[src/pkg/fic_pkg.sv]
/*
 * Constants and register map of the framer interrupt and CI alarm block.
 * Assumes a 20 MHz clock and 32-bit APB data.
 */
// Function
// (RULE_01) policy 0: a status read clears the status bits it returned.
// (RULE_02) policy 1: status reads leave bits alone; writing one clears them.
// (RULE_03) auto clear 0: enables stay set after a status read.
// (RULE_04) auto clear 1: a status read drops the enables of bits it returned.
// (RULE_05) framer interrupt gate is the master enable of the interrupt output.
// (RULE_06) link select 00/11 picks controller one, 01 controller two, 10 three.
// (RULE_07) alarm generation and detection work only in extended superframe framing.
// (RULE_08) AIS-CI: all ones with 16-bit signature, right to left, every 386 bits.
// (RULE_09) RAI-CI cycle: 0.99 s of remote alarm message, then 90 ms signature.
// (RULE_10) RAI message 00000000 11111111, signature 00111110 11111111, right to left.
// (RULE_11) transmit field 00/11 disables generation, 10 enables RAI-CI; resets to 00.
// (RULE_12) detect field 00/11 disables, 01 enables AIS-CI, 10 enables RAI-CI detection.
// (RULE_13) transmit field 01 enables AIS-CI generation.
package fic_pkg;

    localparam int unsigned CLK_HZ = 20_000_000;

    // register indices; byte address is four times the index
    localparam logic [11:0] IDX_INT_CTRL = 12'h118;
    localparam logic [11:0] IDX_LINK_SEL = 12'h11B;
    localparam logic [11:0] IDX_CI_ALARM = 12'h11C;
    localparam logic [11:0] IDX_INT_STATUS = 12'h120;
    localparam logic [11:0] IDX_INT_ENABLE = 12'h121;
    localparam logic [11:0] IDX_CI_STATE = 12'h122;

    localparam logic [15:0] ADDR_INT_CTRL = {2'h0, IDX_INT_CTRL, 2'h0};
    localparam logic [15:0] ADDR_LINK_SEL = {2'h0, IDX_LINK_SEL, 2'h0};
    localparam logic [15:0] ADDR_CI_ALARM = {2'h0, IDX_CI_ALARM, 2'h0};
    localparam logic [15:0] ADDR_INT_STATUS = {2'h0, IDX_INT_STATUS, 2'h0};
    localparam logic [15:0] ADDR_INT_ENABLE = {2'h0, IDX_INT_ENABLE, 2'h0};
    localparam logic [15:0] ADDR_CI_STATE = {2'h0, IDX_CI_STATE, 2'h0};

    // interrupt control fields
    localparam int unsigned BIT_CLEAR_POLICY = 2;
    localparam int unsigned BIT_AUTO_CLEAR = 1;
    localparam int unsigned BIT_IRQ_GATE = 0;
    localparam logic [2:0] INT_CTRL_RST = 3'h0;
    localparam logic [1:0] LINK_SEL_RST = 2'h0;
    localparam logic [3:0] CI_ALARM_RST = 4'h0;

    // interrupt status / enable layout
    localparam int unsigned STAT_W = 2;
    localparam int unsigned STAT_AIS_CI = 0;
    localparam int unsigned STAT_RAI_CI = 1;

    // alarm field codes, shared by transmit [3:2] and detect [1:0]
    localparam logic [1:0] CI_CODE_AIS = 2'h1;
    localparam logic [1:0] CI_CODE_RAI = 2'h2;

    // link controller select codes
    localparam logic [1:0] LINK_CODE_TWO = 2'h1;
    localparam logic [1:0] LINK_CODE_THREE = 2'h2;

    // 16-bit words, bit 0 goes on the line first
    localparam logic [15:0] PAT_AIS_SIG = 16'h7CFF;
    localparam logic [15:0] PAT_RAI_MSG = 16'h00FF;
    localparam logic [15:0] PAT_RAI_SIG = 16'h3EFF;
    localparam logic [8:0] AIS_PERIOD_BITS = 9'd386;
    localparam logic [8:0] AIS_SIG_BITS = 9'd16;
    localparam logic [2:0] AIS_CONFIRM = 3'd4;

    // RAI-CI cycle timing
    localparam int unsigned RAI_MSG_MS = 990;
    localparam int unsigned RAI_SIG_MS = 90;
    localparam int unsigned RAI_MSG_CYC = RAI_MSG_MS * (CLK_HZ / 1000);
    localparam int unsigned RAI_SIG_CYC = RAI_SIG_MS * (CLK_HZ / 1000);
    localparam int unsigned TIME_CNT_W = 25;

    typedef enum logic [1:0] {
        FIC_GEN_IDLE = 2'b00,
        FIC_GEN_AIS = 2'b01,
        FIC_GEN_RAI_MSG = 2'b11,
        FIC_GEN_RAI_SIG = 2'b10
    } fic_gen_e;

endpackage

[src/core/fic_pat_match.sv]
/*
 * Serial 16-bit matcher: pulses when the last sixteen bits equal the pattern.
 * Assumes strobes at least two clocks apart.
 */
`timescale 1ns/1ns
`default_nettype none
module fic_pat_match #(
    parameter logic [15:0] PATTERN = 16'h0000
) (
    input wire logic clk,
    input wire logic rst_n,
    input wire logic bit_valid,
    input wire logic bit_in,
    output logic match
);
    logic [15:0] shift_r;
    logic [15:0] shift_nxt;
    logic match_r;
    logic match_nxt;

    always_comb begin
        shift_nxt = shift_r;
        match_nxt = 1'b0;
        if (bit_valid) begin
            // first bit received ends up in bit 0
            shift_nxt = {bit_in, shift_r[15:1]};
            match_nxt = (shift_nxt == PATTERN);
        end
    end

    always_ff @(posedge clk or negedge rst_n) begin
        if (!rst_n) begin
            shift_r <= 16'h0000;
            match_r <= 1'b0;
        end else begin
            shift_r <= shift_nxt;
            match_r <= match_nxt;
        end
    end

    assign match = match_r;
endmodule
`default_nettype wire

[src/core/fic_top.sv]
/*
 * Framer interrupt control, data-link controller select and
 * customer-installation alarm generation/detection, behind an APB slave.
 * Assumes line bit strobes and framing mode come from framer logic on clk.
 */
`timescale 1ns/1ns
`default_nettype none
module fic_top #(
    parameter int unsigned RAI_MSG_CYC = fic_pkg::RAI_MSG_CYC,
    parameter int unsigned RAI_SIG_CYC = fic_pkg::RAI_SIG_CYC
) (
    input wire logic clk,
    input wire logic rst_n,
    input wire logic psel,
    input wire logic penable,
    input wire logic pwrite,
    input wire logic [15:0] paddr,
    input wire logic [31:0] pwdata,
    output logic [31:0] prdata,
    output logic pready,
    output logic pslverr,
    output logic irq,
    input wire logic framing_esf,
    input wire logic tx_bit_strobe,
    input wire logic tx_payload,
    output logic tx_line_data,
    output logic tx_ci_alarm_active,
    input wire logic rx_bit_strobe,
    input wire logic rx_line_data,
    output logic [2:0] dl_ctrl_sel
);
    // bus state
    logic pready_r, pready_nxt;
    logic pslverr_r, pslverr_nxt;
    logic [31:0] prdata_r, prdata_nxt;
    logic access, done, wr_done, rd_done;

    // registers
    logic [2:0] int_ctrl_r, int_ctrl_nxt;
    logic [1:0] link_sel_r, link_sel_nxt;
    logic [3:0] ci_alarm_r, ci_alarm_nxt;
    logic [fic_pkg::STAT_W-1:0] status_r, status_nxt;
    logic [fic_pkg::STAT_W-1:0] enable_r, enable_nxt;
    logic irq_r, irq_nxt;
    logic [2:0] dl_sel_r, dl_sel_nxt;

    // generator state
    fic_pkg::fic_gen_e gen_r, gen_nxt;
    logic [fic_pkg::TIME_CNT_W-1:0] time_r, time_nxt;
    logic [3:0] pat_idx_r, pat_idx_nxt;
    logic [8:0] ais_pos_r, ais_pos_nxt;
    logic tx_data_r, tx_data_nxt;
    logic tx_active_r, tx_active_nxt;

    // detector state
    logic [8:0] ais_gap_r, ais_gap_nxt;
    logic [2:0] ais_conf_r, ais_conf_nxt;
    logic msg_seen_r, msg_seen_nxt;
    logic ais_evt, rai_evt;
    logic m_ais_sig, m_rai_msg, m_rai_sig;
    logic det_ais, det_rai;
    logic [fic_pkg::STAT_W-1:0] evt;

    assign access = psel && penable;
    assign done = access && pready_r;
    assign wr_done = done && pwrite;
    assign rd_done = done && !pwrite;

    // APB: one wait state, read data and error captured before completion
    always_comb begin
        pready_nxt = access && !pready_r;
        pslverr_nxt = pslverr_r;
        prdata_nxt = prdata_r;
        if (access && !pready_r) begin
            pslverr_nxt = 1'b0;
            prdata_nxt = 32'h0000_0000;
            if (paddr == fic_pkg::ADDR_INT_CTRL) begin
                prdata_nxt[2:0] = int_ctrl_r;
            end else if (paddr == fic_pkg::ADDR_LINK_SEL) begin
                prdata_nxt[1:0] = link_sel_r;
            end else if (paddr == fic_pkg::ADDR_CI_ALARM) begin
                prdata_nxt[3:0] = ci_alarm_r;
            end else if (paddr == fic_pkg::ADDR_INT_STATUS) begin
                prdata_nxt[fic_pkg::STAT_W-1:0] = status_r;
            end else if (paddr == fic_pkg::ADDR_INT_ENABLE) begin
                prdata_nxt[fic_pkg::STAT_W-1:0] = enable_r;
            end else if (paddr == fic_pkg::ADDR_CI_STATE) begin
                prdata_nxt[3:0] = {ais_conf_r == fic_pkg::AIS_CONFIRM, tx_active_r, gen_r};
            end else begin
                pslverr_nxt = 1'b1;
            end
        end
    end

    always_ff @(posedge clk or negedge rst_n) begin
        if (!rst_n) begin
            pready_r <= 1'b0;
            pslverr_r <= 1'b0;
            prdata_r <= 32'h0000_0000;
        end else begin
            pready_r <= pready_nxt;
            pslverr_r <= pslverr_nxt;
            prdata_r <= prdata_nxt;
        end
    end

    // register file with status side effects
    always_comb begin
        int_ctrl_nxt = int_ctrl_r;
        link_sel_nxt = link_sel_r;
        ci_alarm_nxt = ci_alarm_r;
        status_nxt = status_r;
        enable_nxt = enable_r;
        if (wr_done) begin
            if (paddr == fic_pkg::ADDR_INT_CTRL) begin
                int_ctrl_nxt = pwdata[2:0];
            end else if (paddr == fic_pkg::ADDR_LINK_SEL) begin
                link_sel_nxt = pwdata[1:0];
            end else if (paddr == fic_pkg::ADDR_CI_ALARM) begin
                ci_alarm_nxt = pwdata[3:0];
            end else if (paddr == fic_pkg::ADDR_INT_ENABLE) begin
                enable_nxt = pwdata[fic_pkg::STAT_W-1:0];
            end else if (paddr == fic_pkg::ADDR_INT_STATUS && int_ctrl_r[fic_pkg::BIT_CLEAR_POLICY]) begin
                status_nxt = status_r & ~pwdata[fic_pkg::STAT_W-1:0]; // [RULE_02]
            end
        end
        // only bits actually returned are cleared, so nothing unread is lost
        if (rd_done && paddr == fic_pkg::ADDR_INT_STATUS) begin
            if (!int_ctrl_r[fic_pkg::BIT_CLEAR_POLICY]) begin
                status_nxt = status_r & ~prdata_r[fic_pkg::STAT_W-1:0]; // [RULE_01]
            end
            if (int_ctrl_r[fic_pkg::BIT_AUTO_CLEAR]) begin
                enable_nxt = enable_r & ~prdata_r[fic_pkg::STAT_W-1:0]; // [RULE_04]
            end // enables otherwise untouched by reads [RULE_03]
        end
        status_nxt = status_nxt | evt; // set wins over clear
        irq_nxt = int_ctrl_r[fic_pkg::BIT_IRQ_GATE] && |(status_r & enable_r); // [RULE_05]
        if (link_sel_r == fic_pkg::LINK_CODE_TWO) begin // [RULE_06]
            dl_sel_nxt = 3'b010;
        end else if (link_sel_r == fic_pkg::LINK_CODE_THREE) begin
            dl_sel_nxt = 3'b100;
        end else begin
            dl_sel_nxt = 3'b001;
        end
    end

    always_ff @(posedge clk or negedge rst_n) begin
        if (!rst_n) begin
            int_ctrl_r <= fic_pkg::INT_CTRL_RST;
            link_sel_r <= fic_pkg::LINK_SEL_RST;
            ci_alarm_r <= fic_pkg::CI_ALARM_RST; // [RULE_11]
            status_r <= '0;
            enable_r <= '0;
            irq_r <= 1'b0;
            dl_sel_r <= 3'b001;
        end else begin
            int_ctrl_r <= int_ctrl_nxt;
            link_sel_r <= link_sel_nxt;
            ci_alarm_r <= ci_alarm_nxt;
            status_r <= status_nxt;
            enable_r <= enable_nxt;
            irq_r <= irq_nxt;
            dl_sel_r <= dl_sel_nxt;
        end
    end

    // alarm generator
    always_comb begin
        gen_nxt = gen_r;
        time_nxt = time_r + 1'b1;
        pat_idx_nxt = pat_idx_r;
        ais_pos_nxt = ais_pos_r;
        tx_data_nxt = tx_data_r;
        case (gen_r)
            fic_pkg::FIC_GEN_AIS: begin
                if (!framing_esf || ci_alarm_r[3:2] != fic_pkg::CI_CODE_AIS) begin
                    gen_nxt = fic_pkg::FIC_GEN_IDLE;
                end
            end
            fic_pkg::FIC_GEN_RAI_MSG: begin
                if (!framing_esf || ci_alarm_r[3:2] != fic_pkg::CI_CODE_RAI) begin
                    gen_nxt = fic_pkg::FIC_GEN_IDLE;
                end else if (time_r == fic_pkg::TIME_CNT_W'(RAI_MSG_CYC - 1)) begin
                    gen_nxt = fic_pkg::FIC_GEN_RAI_SIG; // [RULE_09]
                end
            end
            fic_pkg::FIC_GEN_RAI_SIG: begin
                if (!framing_esf || ci_alarm_r[3:2] != fic_pkg::CI_CODE_RAI) begin
                    gen_nxt = fic_pkg::FIC_GEN_IDLE;
                end else if (time_r == fic_pkg::TIME_CNT_W'(RAI_SIG_CYC - 1)) begin
                    gen_nxt = fic_pkg::FIC_GEN_RAI_MSG; // [RULE_09]
                end
            end
            default: begin
                // codes 00 and 11 keep the generator idle [RULE_11]
                if (framing_esf && ci_alarm_r[3:2] == fic_pkg::CI_CODE_AIS) begin // [RULE_07]
                    gen_nxt = fic_pkg::FIC_GEN_AIS; // [RULE_13]
                end else if (framing_esf && ci_alarm_r[3:2] == fic_pkg::CI_CODE_RAI) begin
                    gen_nxt = fic_pkg::FIC_GEN_RAI_MSG; // [RULE_11]
                end
            end
        endcase
        if (gen_nxt != gen_r) begin
            time_nxt = '0;
            pat_idx_nxt = 4'h0;
            ais_pos_nxt = 9'd0;
        end else if (tx_bit_strobe) begin
            pat_idx_nxt = pat_idx_r + 4'h1;
            ais_pos_nxt = (ais_pos_r == fic_pkg::AIS_PERIOD_BITS - 9'd1) ? 9'd0 : ais_pos_r + 9'd1;
            case (gen_r)
                fic_pkg::FIC_GEN_AIS: begin
                    // signature in the first sixteen positions, ones elsewhere [RULE_08]
                    tx_data_nxt = (ais_pos_r < fic_pkg::AIS_SIG_BITS) ? fic_pkg::PAT_AIS_SIG[ais_pos_r[3:0]] : 1'b1;
                end
                fic_pkg::FIC_GEN_RAI_MSG: tx_data_nxt = fic_pkg::PAT_RAI_MSG[pat_idx_r]; // [RULE_10]
                fic_pkg::FIC_GEN_RAI_SIG: tx_data_nxt = fic_pkg::PAT_RAI_SIG[pat_idx_r]; // [RULE_10]
                default: tx_data_nxt = tx_payload;
            endcase
        end
        tx_active_nxt = (gen_r != fic_pkg::FIC_GEN_IDLE);
    end

    always_ff @(posedge clk or negedge rst_n) begin
        if (!rst_n) begin
            gen_r <= fic_pkg::FIC_GEN_IDLE;
            time_r <= '0;
            pat_idx_r <= 4'h0;
            ais_pos_r <= 9'd0;
            tx_data_r <= 1'b1;
            tx_active_r <= 1'b0;
        end else begin
            gen_r <= gen_nxt;
            time_r <= time_nxt;
            pat_idx_r <= pat_idx_nxt;
            ais_pos_r <= ais_pos_nxt;
            tx_data_r <= tx_data_nxt;
            tx_active_r <= tx_active_nxt;
        end
    end

    // alarm detectors
    assign det_ais = framing_esf && ci_alarm_r[1:0] == fic_pkg::CI_CODE_AIS; // [RULE_07] [RULE_12]
    assign det_rai = framing_esf && ci_alarm_r[1:0] == fic_pkg::CI_CODE_RAI; // [RULE_07] [RULE_12]

    fic_pat_match #(.PATTERN(fic_pkg::PAT_AIS_SIG)) u_ais_sig (
        .clk(clk),
        .rst_n(rst_n),
        .bit_valid(rx_bit_strobe && det_ais),
        .bit_in(rx_line_data),
        .match(m_ais_sig)
    );

    fic_pat_match #(.PATTERN(fic_pkg::PAT_RAI_MSG)) u_rai_msg (
        .clk(clk),
        .rst_n(rst_n),
        .bit_valid(rx_bit_strobe && det_rai),
        .bit_in(rx_line_data),
        .match(m_rai_msg)
    );

    fic_pat_match #(.PATTERN(fic_pkg::PAT_RAI_SIG)) u_rai_sig (
        .clk(clk),
        .rst_n(rst_n),
        .bit_valid(rx_bit_strobe && det_rai),
        .bit_in(rx_line_data),
        .match(m_rai_sig)
    );

    always_comb begin
        ais_gap_nxt = ais_gap_r;
        ais_conf_nxt = ais_conf_r;
        msg_seen_nxt = msg_seen_r;
        ais_evt = 1'b0;
        rai_evt = 1'b0;
        if (!det_ais) begin
            ais_gap_nxt = 9'd0;
            ais_conf_nxt = 3'd0;
        end else if (m_ais_sig) begin
            // signature must recur exactly one period after the last one [RULE_08]
            ais_gap_nxt = 9'd0;
            if (ais_gap_r != fic_pkg::AIS_PERIOD_BITS) begin
                ais_conf_nxt = 3'd1;
            end else if (ais_conf_r != fic_pkg::AIS_CONFIRM) begin
                ais_conf_nxt = ais_conf_r + 3'd1;
                ais_evt = (ais_conf_nxt == fic_pkg::AIS_CONFIRM);
            end
        end else if (rx_bit_strobe && ais_gap_r <= fic_pkg::AIS_PERIOD_BITS) begin
            ais_gap_nxt = ais_gap_r + 9'd1;
        end
        // limitation: one message word followed later by a signature counts
        if (!det_rai) begin
            msg_seen_nxt = 1'b0;
        end else if (m_rai_sig && msg_seen_r) begin
            rai_evt = 1'b1; // [RULE_10]
            msg_seen_nxt = 1'b0;
        end else if (m_rai_msg) begin
            msg_seen_nxt = 1'b1;
        end
        evt = '0;
        evt[fic_pkg::STAT_AIS_CI] = ais_evt;
        evt[fic_pkg::STAT_RAI_CI] = rai_evt;
    end

    always_ff @(posedge clk or negedge rst_n) begin
        if (!rst_n) begin
            ais_gap_r <= 9'd0;
            ais_conf_r <= 3'd0;
            msg_seen_r <= 1'b0;
        end else begin
            ais_gap_r <= ais_gap_nxt;
            ais_conf_r <= ais_conf_nxt;
            msg_seen_r <= msg_seen_nxt;
        end
    end

    assign prdata = prdata_r;
    assign pready = pready_r;
    assign pslverr = pslverr_r;
    assign irq = irq_r;
    assign tx_line_data = tx_data_r;
    assign tx_ci_alarm_active = tx_active_r;
    assign dl_ctrl_sel = dl_sel_r;
endmodule
`default_nettype wire

[config.mk]
export PLATFORM = sky130hd
export DESIGN_NAME = fic_top
export DESIGN_NICKNAME = d
export VERILOG_FILES = /design/src/pkg/fic_pkg.sv /design/src/core/fic_pat_match.sv /design/src/core/fic_top.sv
export SDC_FILE = /design/constraint.sdc
export NUM_CORES = 1
export LEC_CHECK = 0
export ABC_CLOCK_PERIOD_IN_PS = 4490
export BUFFER_PORTS_ARGS = -buffer_cell sky130_fd_sc_hd__buf_4
export CORE_ASPECT_RATIO = 1.25
export CORE_MARGIN = 2
export CORE_UTILIZATION = 37
export DETAILED_ROUTE_END_ITERATION = 10
export PLACE_DENSITY_LB_ADDON = 0.08
export REMOVE_ABC_BUFFERS = 1
export SETUP_SLACK_MARGIN = 0.15
export SLEW_MARGIN = 0
export SYNTH_ARGS = -nofsm -noshare
export SYNTH_HDL_FRONTEND = slang
export SYNTH_HIERARCHICAL = 1
export SYNTH_SLANG_ARGS = --single-unit
[constraint.sdc]
create_clock -name clk -period 4.49 [get_ports clk]
set_input_delay 0.2245 -clock clk [delete_from_list [all_inputs] [get_ports clk]]
set_output_delay 0.2245 -clock clk [all_outputs]
set_load 0.1 [all_outputs]
==> Word level (Yosys, flattened, before mapping) <==
Memories as Yosys holds them, arrays and structs flattened.
Cells that the tools add are included.
{ "totals": {"regBits": 129, "latchBits": 0, "ramBits": 0, "romBits": 48, "inputBits": 58, "out_inout_bits": 40, "n_memories": 3} }
{ "memory_table": {"columns": ["memory", "words", "width", "read_ports", "rd_ports_with_merged_regs", "write_ports", "line", "rtl"], "rows": [
  ["(no name shown)", 16, 1, 1, 0, 0, "fic_top.sv:216", "fic_pkg::FIC_GEN_RAI_SIG: tx_data_nxt = fic_pkg::PAT_RAI_SIG[pat_idx_r];"],
  ["(no name shown)", 16, 1, 1, 0, 0, "fic_top.sv:215", "fic_pkg::FIC_GEN_RAI_MSG: tx_data_nxt = fic_pkg::PAT_RAI_MSG[pat_idx_r];"],
  ["(no name shown)", 16, 1, 1, 0, 0, "fic_top.sv:213", "tx_data_nxt = (ais_pos_r < fic_pkg::AIS_SIG_BITS) ? fic_pkg::PAT_AIS_SIG[ais_pos_r[3:0]] : 1'b1;"]
]} }
{ "classes": {"n_addsub": 5, "n_mul": 0, "n_div": 0, "order_cmp": 4, "n_eq_ne": 32, "n_shift": 0, "n_mux": 71, "n_bitwise": 10, "reduce_logical": 29} }
{ "ops": {"columns": ["op", "count"], "rows": [
  ["16-bit by 11-bit == test with 1-bit output (second input constant)", 6],
  ["2-bit two-way mux", 28],
  ["9-bit two-way mux", 6],
  ["25-bit by 1-bit adder with 25-bit output (second input constant)", 1],
  ["25-bit by 21-bit == test with 1-bit output (second input constant)", 1],
  ["25-bit == test (second input constant)", 1],
  ["25-bit two-way mux", 1],
  ["1-bit two-way mux", 23],
  ["3-bit two-way mux", 7],
  ["9-bit by 1-bit adder with 9-bit output (second input constant)", 2],
  ["16-bit by 14-bit == test with 1-bit output (second input constant)", 1],
  ["16-bit by 15-bit == test with 1-bit output (second input constant)", 1],
  ["16-bit by 8-bit == test with 1-bit output (second input constant)", 1],
  ["1-bit logical AND", 16],
  ["4-bit two-way mux", 4],
  ["2-bit == test (second input constant)", 5],
  ["4-bit by 5-bit < comparator with 1-bit output (second input constant)", 2],
  ["9-bit == test (second input constant)", 1],
  ["9-bit less-or-equal comparator (second input constant)", 1],
  ["9-bit by 5-bit < comparator with 1-bit output (second input constant)", 1],
  ["3-bit by 1-bit != test with 1-bit output (second input constant)", 3],
  ["9-bit != test (second input constant)", 1],
  ["2-bit AND", 4],
  ["2-bit by 1-bit == test with 1-bit output (second input constant)", 4],
  ["other kinds (19)", 30]
]} }

==> Longest topological paths before layout <==
{ "logic_depth": {"ltp_word": 11, "depth_mapped": 8, "depth_no_buf": 7} }

==> Hierarchy <==
Netlist, hierarchy kept.
{ "by_module_without_submodules": {"columns": ["mod", "n_inst", "cells_per_inst", "area_each_um2", "seq_area_each_um2"], "rows": [
  ["fic_top", 1, 484, 4496.8, 1954.4],
  ["fic_pat_match at u_ais_sig", 1, 41, 638.1, 400.4],
  ["fic_pat_match at u_rai_sig", 1, 41, 635.6, 400.4],
  ["fic_pat_match at u_rai_msg", 1, 41, 630.6, 400.4]
]} }

==> Least setup slack after synthesis <==
No wires, ideal clock.
{ "synth_timing": {"path_type": "register to register", "start": "register time_r[15] (netlist name)", "end": "register time_r[11] (netlist name)", "setup_time_ns": 0.119, "arrival_ns": 2.119, "required_time_ns": 4.371, "path_slack_ns": 2.252, "stages_incl_launch_ff": 8, "n_path_buf": 2, "cell_sequence": "dfrtp_1 or4b_1 or4_4 nor4_2 o41a_2 buf_6 buf_6 nor2_1"} }
{ "synth_via": {"elab_chain_len": 6} }
{ "synth_rtl": {"columns": ["item", "line", "rtl"], "rows": [
  ["from (decl)", "fic_top.sv:49", "logic [fic_pkg::TIME_CNT_W-1:0] time_r, time_nxt;"],
  ["from (signal assigned)", "fic_top.sv:233", "time_r <= time_nxt;"],
  ["25-bit by 21-bit == test with 1-bit output or 25-bit == test (tied branches)", "fic_top.sv:190, fic_top.sv:183", null],
  ["2-bit two-way mux, on equally long branches", "fic_top.sv:190, fic_top.sv:183", null],
  ["2-bit two-way mux, on equally long branches", "fic_top.sv:188, fic_top.sv:181", null],
  ["2-bit one-hot mux with 3 select lines (*)", "fic_top.sv:174", "case (gen_r)"],
  ["2-bit != test (*)", "fic_top.sv:203", "if (gen_nxt != gen_r) begin"],
  ["25-bit two-way mux (*)", "fic_top.sv:203", null],
  ["via time_nxt, one bit", "fic_top.sv:49", null]
]} }
Mark *: on every way through the listed nets, which the timed path passes. The rest lies on a longest branch.
A chain may end at the register's enable or synchronous reset.

==> Final worst setup path <==
{ "layout_timing": {"start": "register time_r[15] (netlist name)", "end": "register time_r[6] (netlist name)"} }
Same word-level chain as after synthesis.

==> flow_summary.ini <==
[pwr]
power_density_mw_per_mm2 = 407
p_leak_nw = 3.28
seqPwrFrac_pct = 43.6
switchingPower_mw = 0.815
p_clk_share_pct = 43.4
p_int_mw = 2.17
p_total_mw = 2.98
comb_power_share_pct = 12.9
peakVddDrop_mv = 0.210
p_sw_share_pct = 27.3

[sta]
slew_viol_final = 0
setup_viol = 0
setup_tns_ns = 0
rsz0062_at_grt = false
max_slew.worst_pin.slew_ns = 0.806
layout_min_cycle_time_ns = 2.79
hold_slack_ns = 0.0211
slew-limit-headroom_pct = 46.3
hold_viol_final = 0
fmax_ghz = 0.359
fin_crit_sh_pct = 62.1
finalWorstSetupSlack_ns = 1.70
fin_skew_ns = 0.00714

[global_route]
use_met1_pct = 18.4
grtUsageTotal_pct = 14.9
grt.overflow.total = 0
busiest_layer = met2
antenna_found_initial = 0
grt_max_degree = 64
use_met2_pct = 24.9
grt_pass1_wl_um = 21600
grt_pass1_vias = 4409
met3_usage_pct = 3.88

[yosys]
synth_edf_count = 0
ys_seq_elements = 126
yosys.area.top_type = dfrtp_1
synthArstFlopShare_pct = 100
netlist-cell-type-count = 62
syn_area_per_cell_um2 = 10.5
synth_ff_type = dfrtp_1
yosysSeqAreaShare_pct = 49.3
yosysWarnings = 6
ys_top_cells_by_count = 124 x dfrtp_1, 68 x nor2_1, 43 x mux2_2
synth_most_common_cell = dfrtp_1
synth_area_mm2 = 0.00640
synth.area.top_cells = dfrtp_1 48%, mux2_2 7.6%, nor2_1 4.0%
synth_top_area_share_pct = 48.5
synth_cells = 607

[clocking]
hold_buffers = 1
clock_latency_ns = 0.41
cts_tree = done
cts_resized = 0
clk_pin_slew_worst_paths_ns = 0.06
cts_buffers = 17
cts_sinks = 126
postCtsSetupRepairBufs = 0
cts_buffer_depth = 2
htreeDepth = 4
clockRootBuffer = clkbuf_16

[detailed_routing]
ant_nets = 0
totalWireLength_um = 12600
drc = 0
dr.pass1.iters = 7
num_vias = 4424
via_per_inst = 5.05
drt_iter0_drc = 240
wl_per_cell_um = 14.4

[die]
die_x_um = 122
core_mm2 = 0.0169
pin_count = 98
rows = 53
dieArea_mm2 = 0.0184
start_util_pct = 37.9
die_h_um = 151

[min_path]
hold_path_class = primary input to register

[placed_design]
dp_hpwl_um = 8890
io_buffers = 41
place_area_mm2 = 0.00676
post-place-ws_ns = 1.68
dp_cells = 846
globalplace.congestion = 0.825

[finish]
area.sequential_mm2 = 0.00316
fin_area_mm2 = 0.00733
stdcell_count = 876
post-route-util_pct = 43.3
antennaDiodeCount = 0
nets = 717
final_layout_size_suffix_gt1_share_pct = 20.6
synthToLayoutAreaGrowth_pct = 14.4
multi_input_area_mm2 = 0.00290
n_fill_cell = 1632

[critical_path]
crit_fanout = 38
startpoint_type = register
crit_path_end_kind = register
critPathKind = register to register
cp.arrival_ns = 3.05
cp_cell_sequence = or4b_1 -> or4_4 -> nor4_2 -> o41a_2 -> nor2_1
worstPathRequired_ns = 4.75
cpMaxStageDelayCell = o41a_2
max_stage_delay_ns = 0.68

[outcome]
outcome = completed

[flow_run]
drv_cap = 0
[power by group through the flow]
stage	Clock (mW)	Sequential, mW	Combinational, mW
floorplan	0	1.32	0.277
global placement	0	1.32	0.381
detailed placement	0	1.32	0.389
CTS	1.34	1.30	0.392
global route	1.39	1.32	0.437
finish	1.30	1.30	0.386
[state kept, by name, indices dropped and copies added, names as in the netlist, 3 cells and up]
| signal | count |
|---|---|
| time_r | 25 |
| u_ais_sig/shift_r | 15 |
| u_rai_msg/shift_r | 15 |
| u_rai_sig/shift_r | 15 |
| ais_gap_r | 9 |
| ais_pos_r | 9 |
| ci_alarm_r | 4 |
| pat_idx_r | 4 |
| prdata | 4 |
| ais_conf_r | 3 |
| dl_ctrl_sel | 3 |
| int_ctrl_r | 3 |
[critical path, delay by kind of cell, from the launching register on]
family	cells	cell delay, ns
AND/OR/NAND/NOR	4	1.52
flip-flops	1	0.41
AO/OA/AOI/OAI	1	0.68
[final timing paths]
kind	slack [ns]	depth (start not counted)	startpoint	endpoint
setup reg to reg	1.70	5	time_r[15]	time_r[6]
hold / removal	0.02	2	rx_line_data	u_ais_sig/match
min in group asynchronous	0.43	2	rst_n	u_ais_sig/shift_r[8]
hold reg to reg	0.49	1	time_r[0]	time_r[0]
max in group asynchronous	2.90	3	rst_n	time_r[14]
setup / recovery	1.70	5	time_r[15]	time_r[6]
[metal layers]
metal  up-vias  routed length, um
met5         -                  0
li1       2167                  -
met2        66               6520
met1      2177               5590
met3        14                373
met4         0                160
[final cells by class]
cell class | instances | area share (%)
flip-flops and latches | 126 | 43.1
multi-input cells | 431 | 39.6
inverters | 24 | 1.23
clock buffers | 21 | 6.29
clock inverters | 8 | 1.26
well taps | 220 | 3.76
repair buffers | 46 | 4.75
[cell usage in the layout, fill, tap and decap left out, types with 5 or more instances in the layout]
cell type	count
inv_1	24
mux2_2	43
conb_1	28
o21ai_0	20
dfrtp_1	124
clkinv_2	5
nand3_1	29
nor4_1	10
nor3_1	12
mux2_1	9
a21oi_1	16
nand2_1	33
nor2_1	67
ha_1	13
nand4_1	17
xor2_1	15
nand4b_1	9
and3_1	6
clkbuf_16	17
buf_4	45
xnor2_1	20
[cells by family (layout without fill, tap and decap cells)]
| family | after synthesis | after routing | synth area share, % |
|---|---|---|---|
| buf+inv | 77 | 99 | 6.96 |
| mux | 56 | 56 | 9.77 |
| other cells | 1 | 28 | 0.0586 |
| xor+xnor | 35 | 35 | 4.79 |
| compound gates | 66 | 66 | 6.86 |
| flops | 126 | 126 | 49.3 |
| fa+ha+maj | 13 | 13 | 2.54 |
| simple gates | 233 | 233 | 19.7 |
Power figures use the tool's default switching activity.
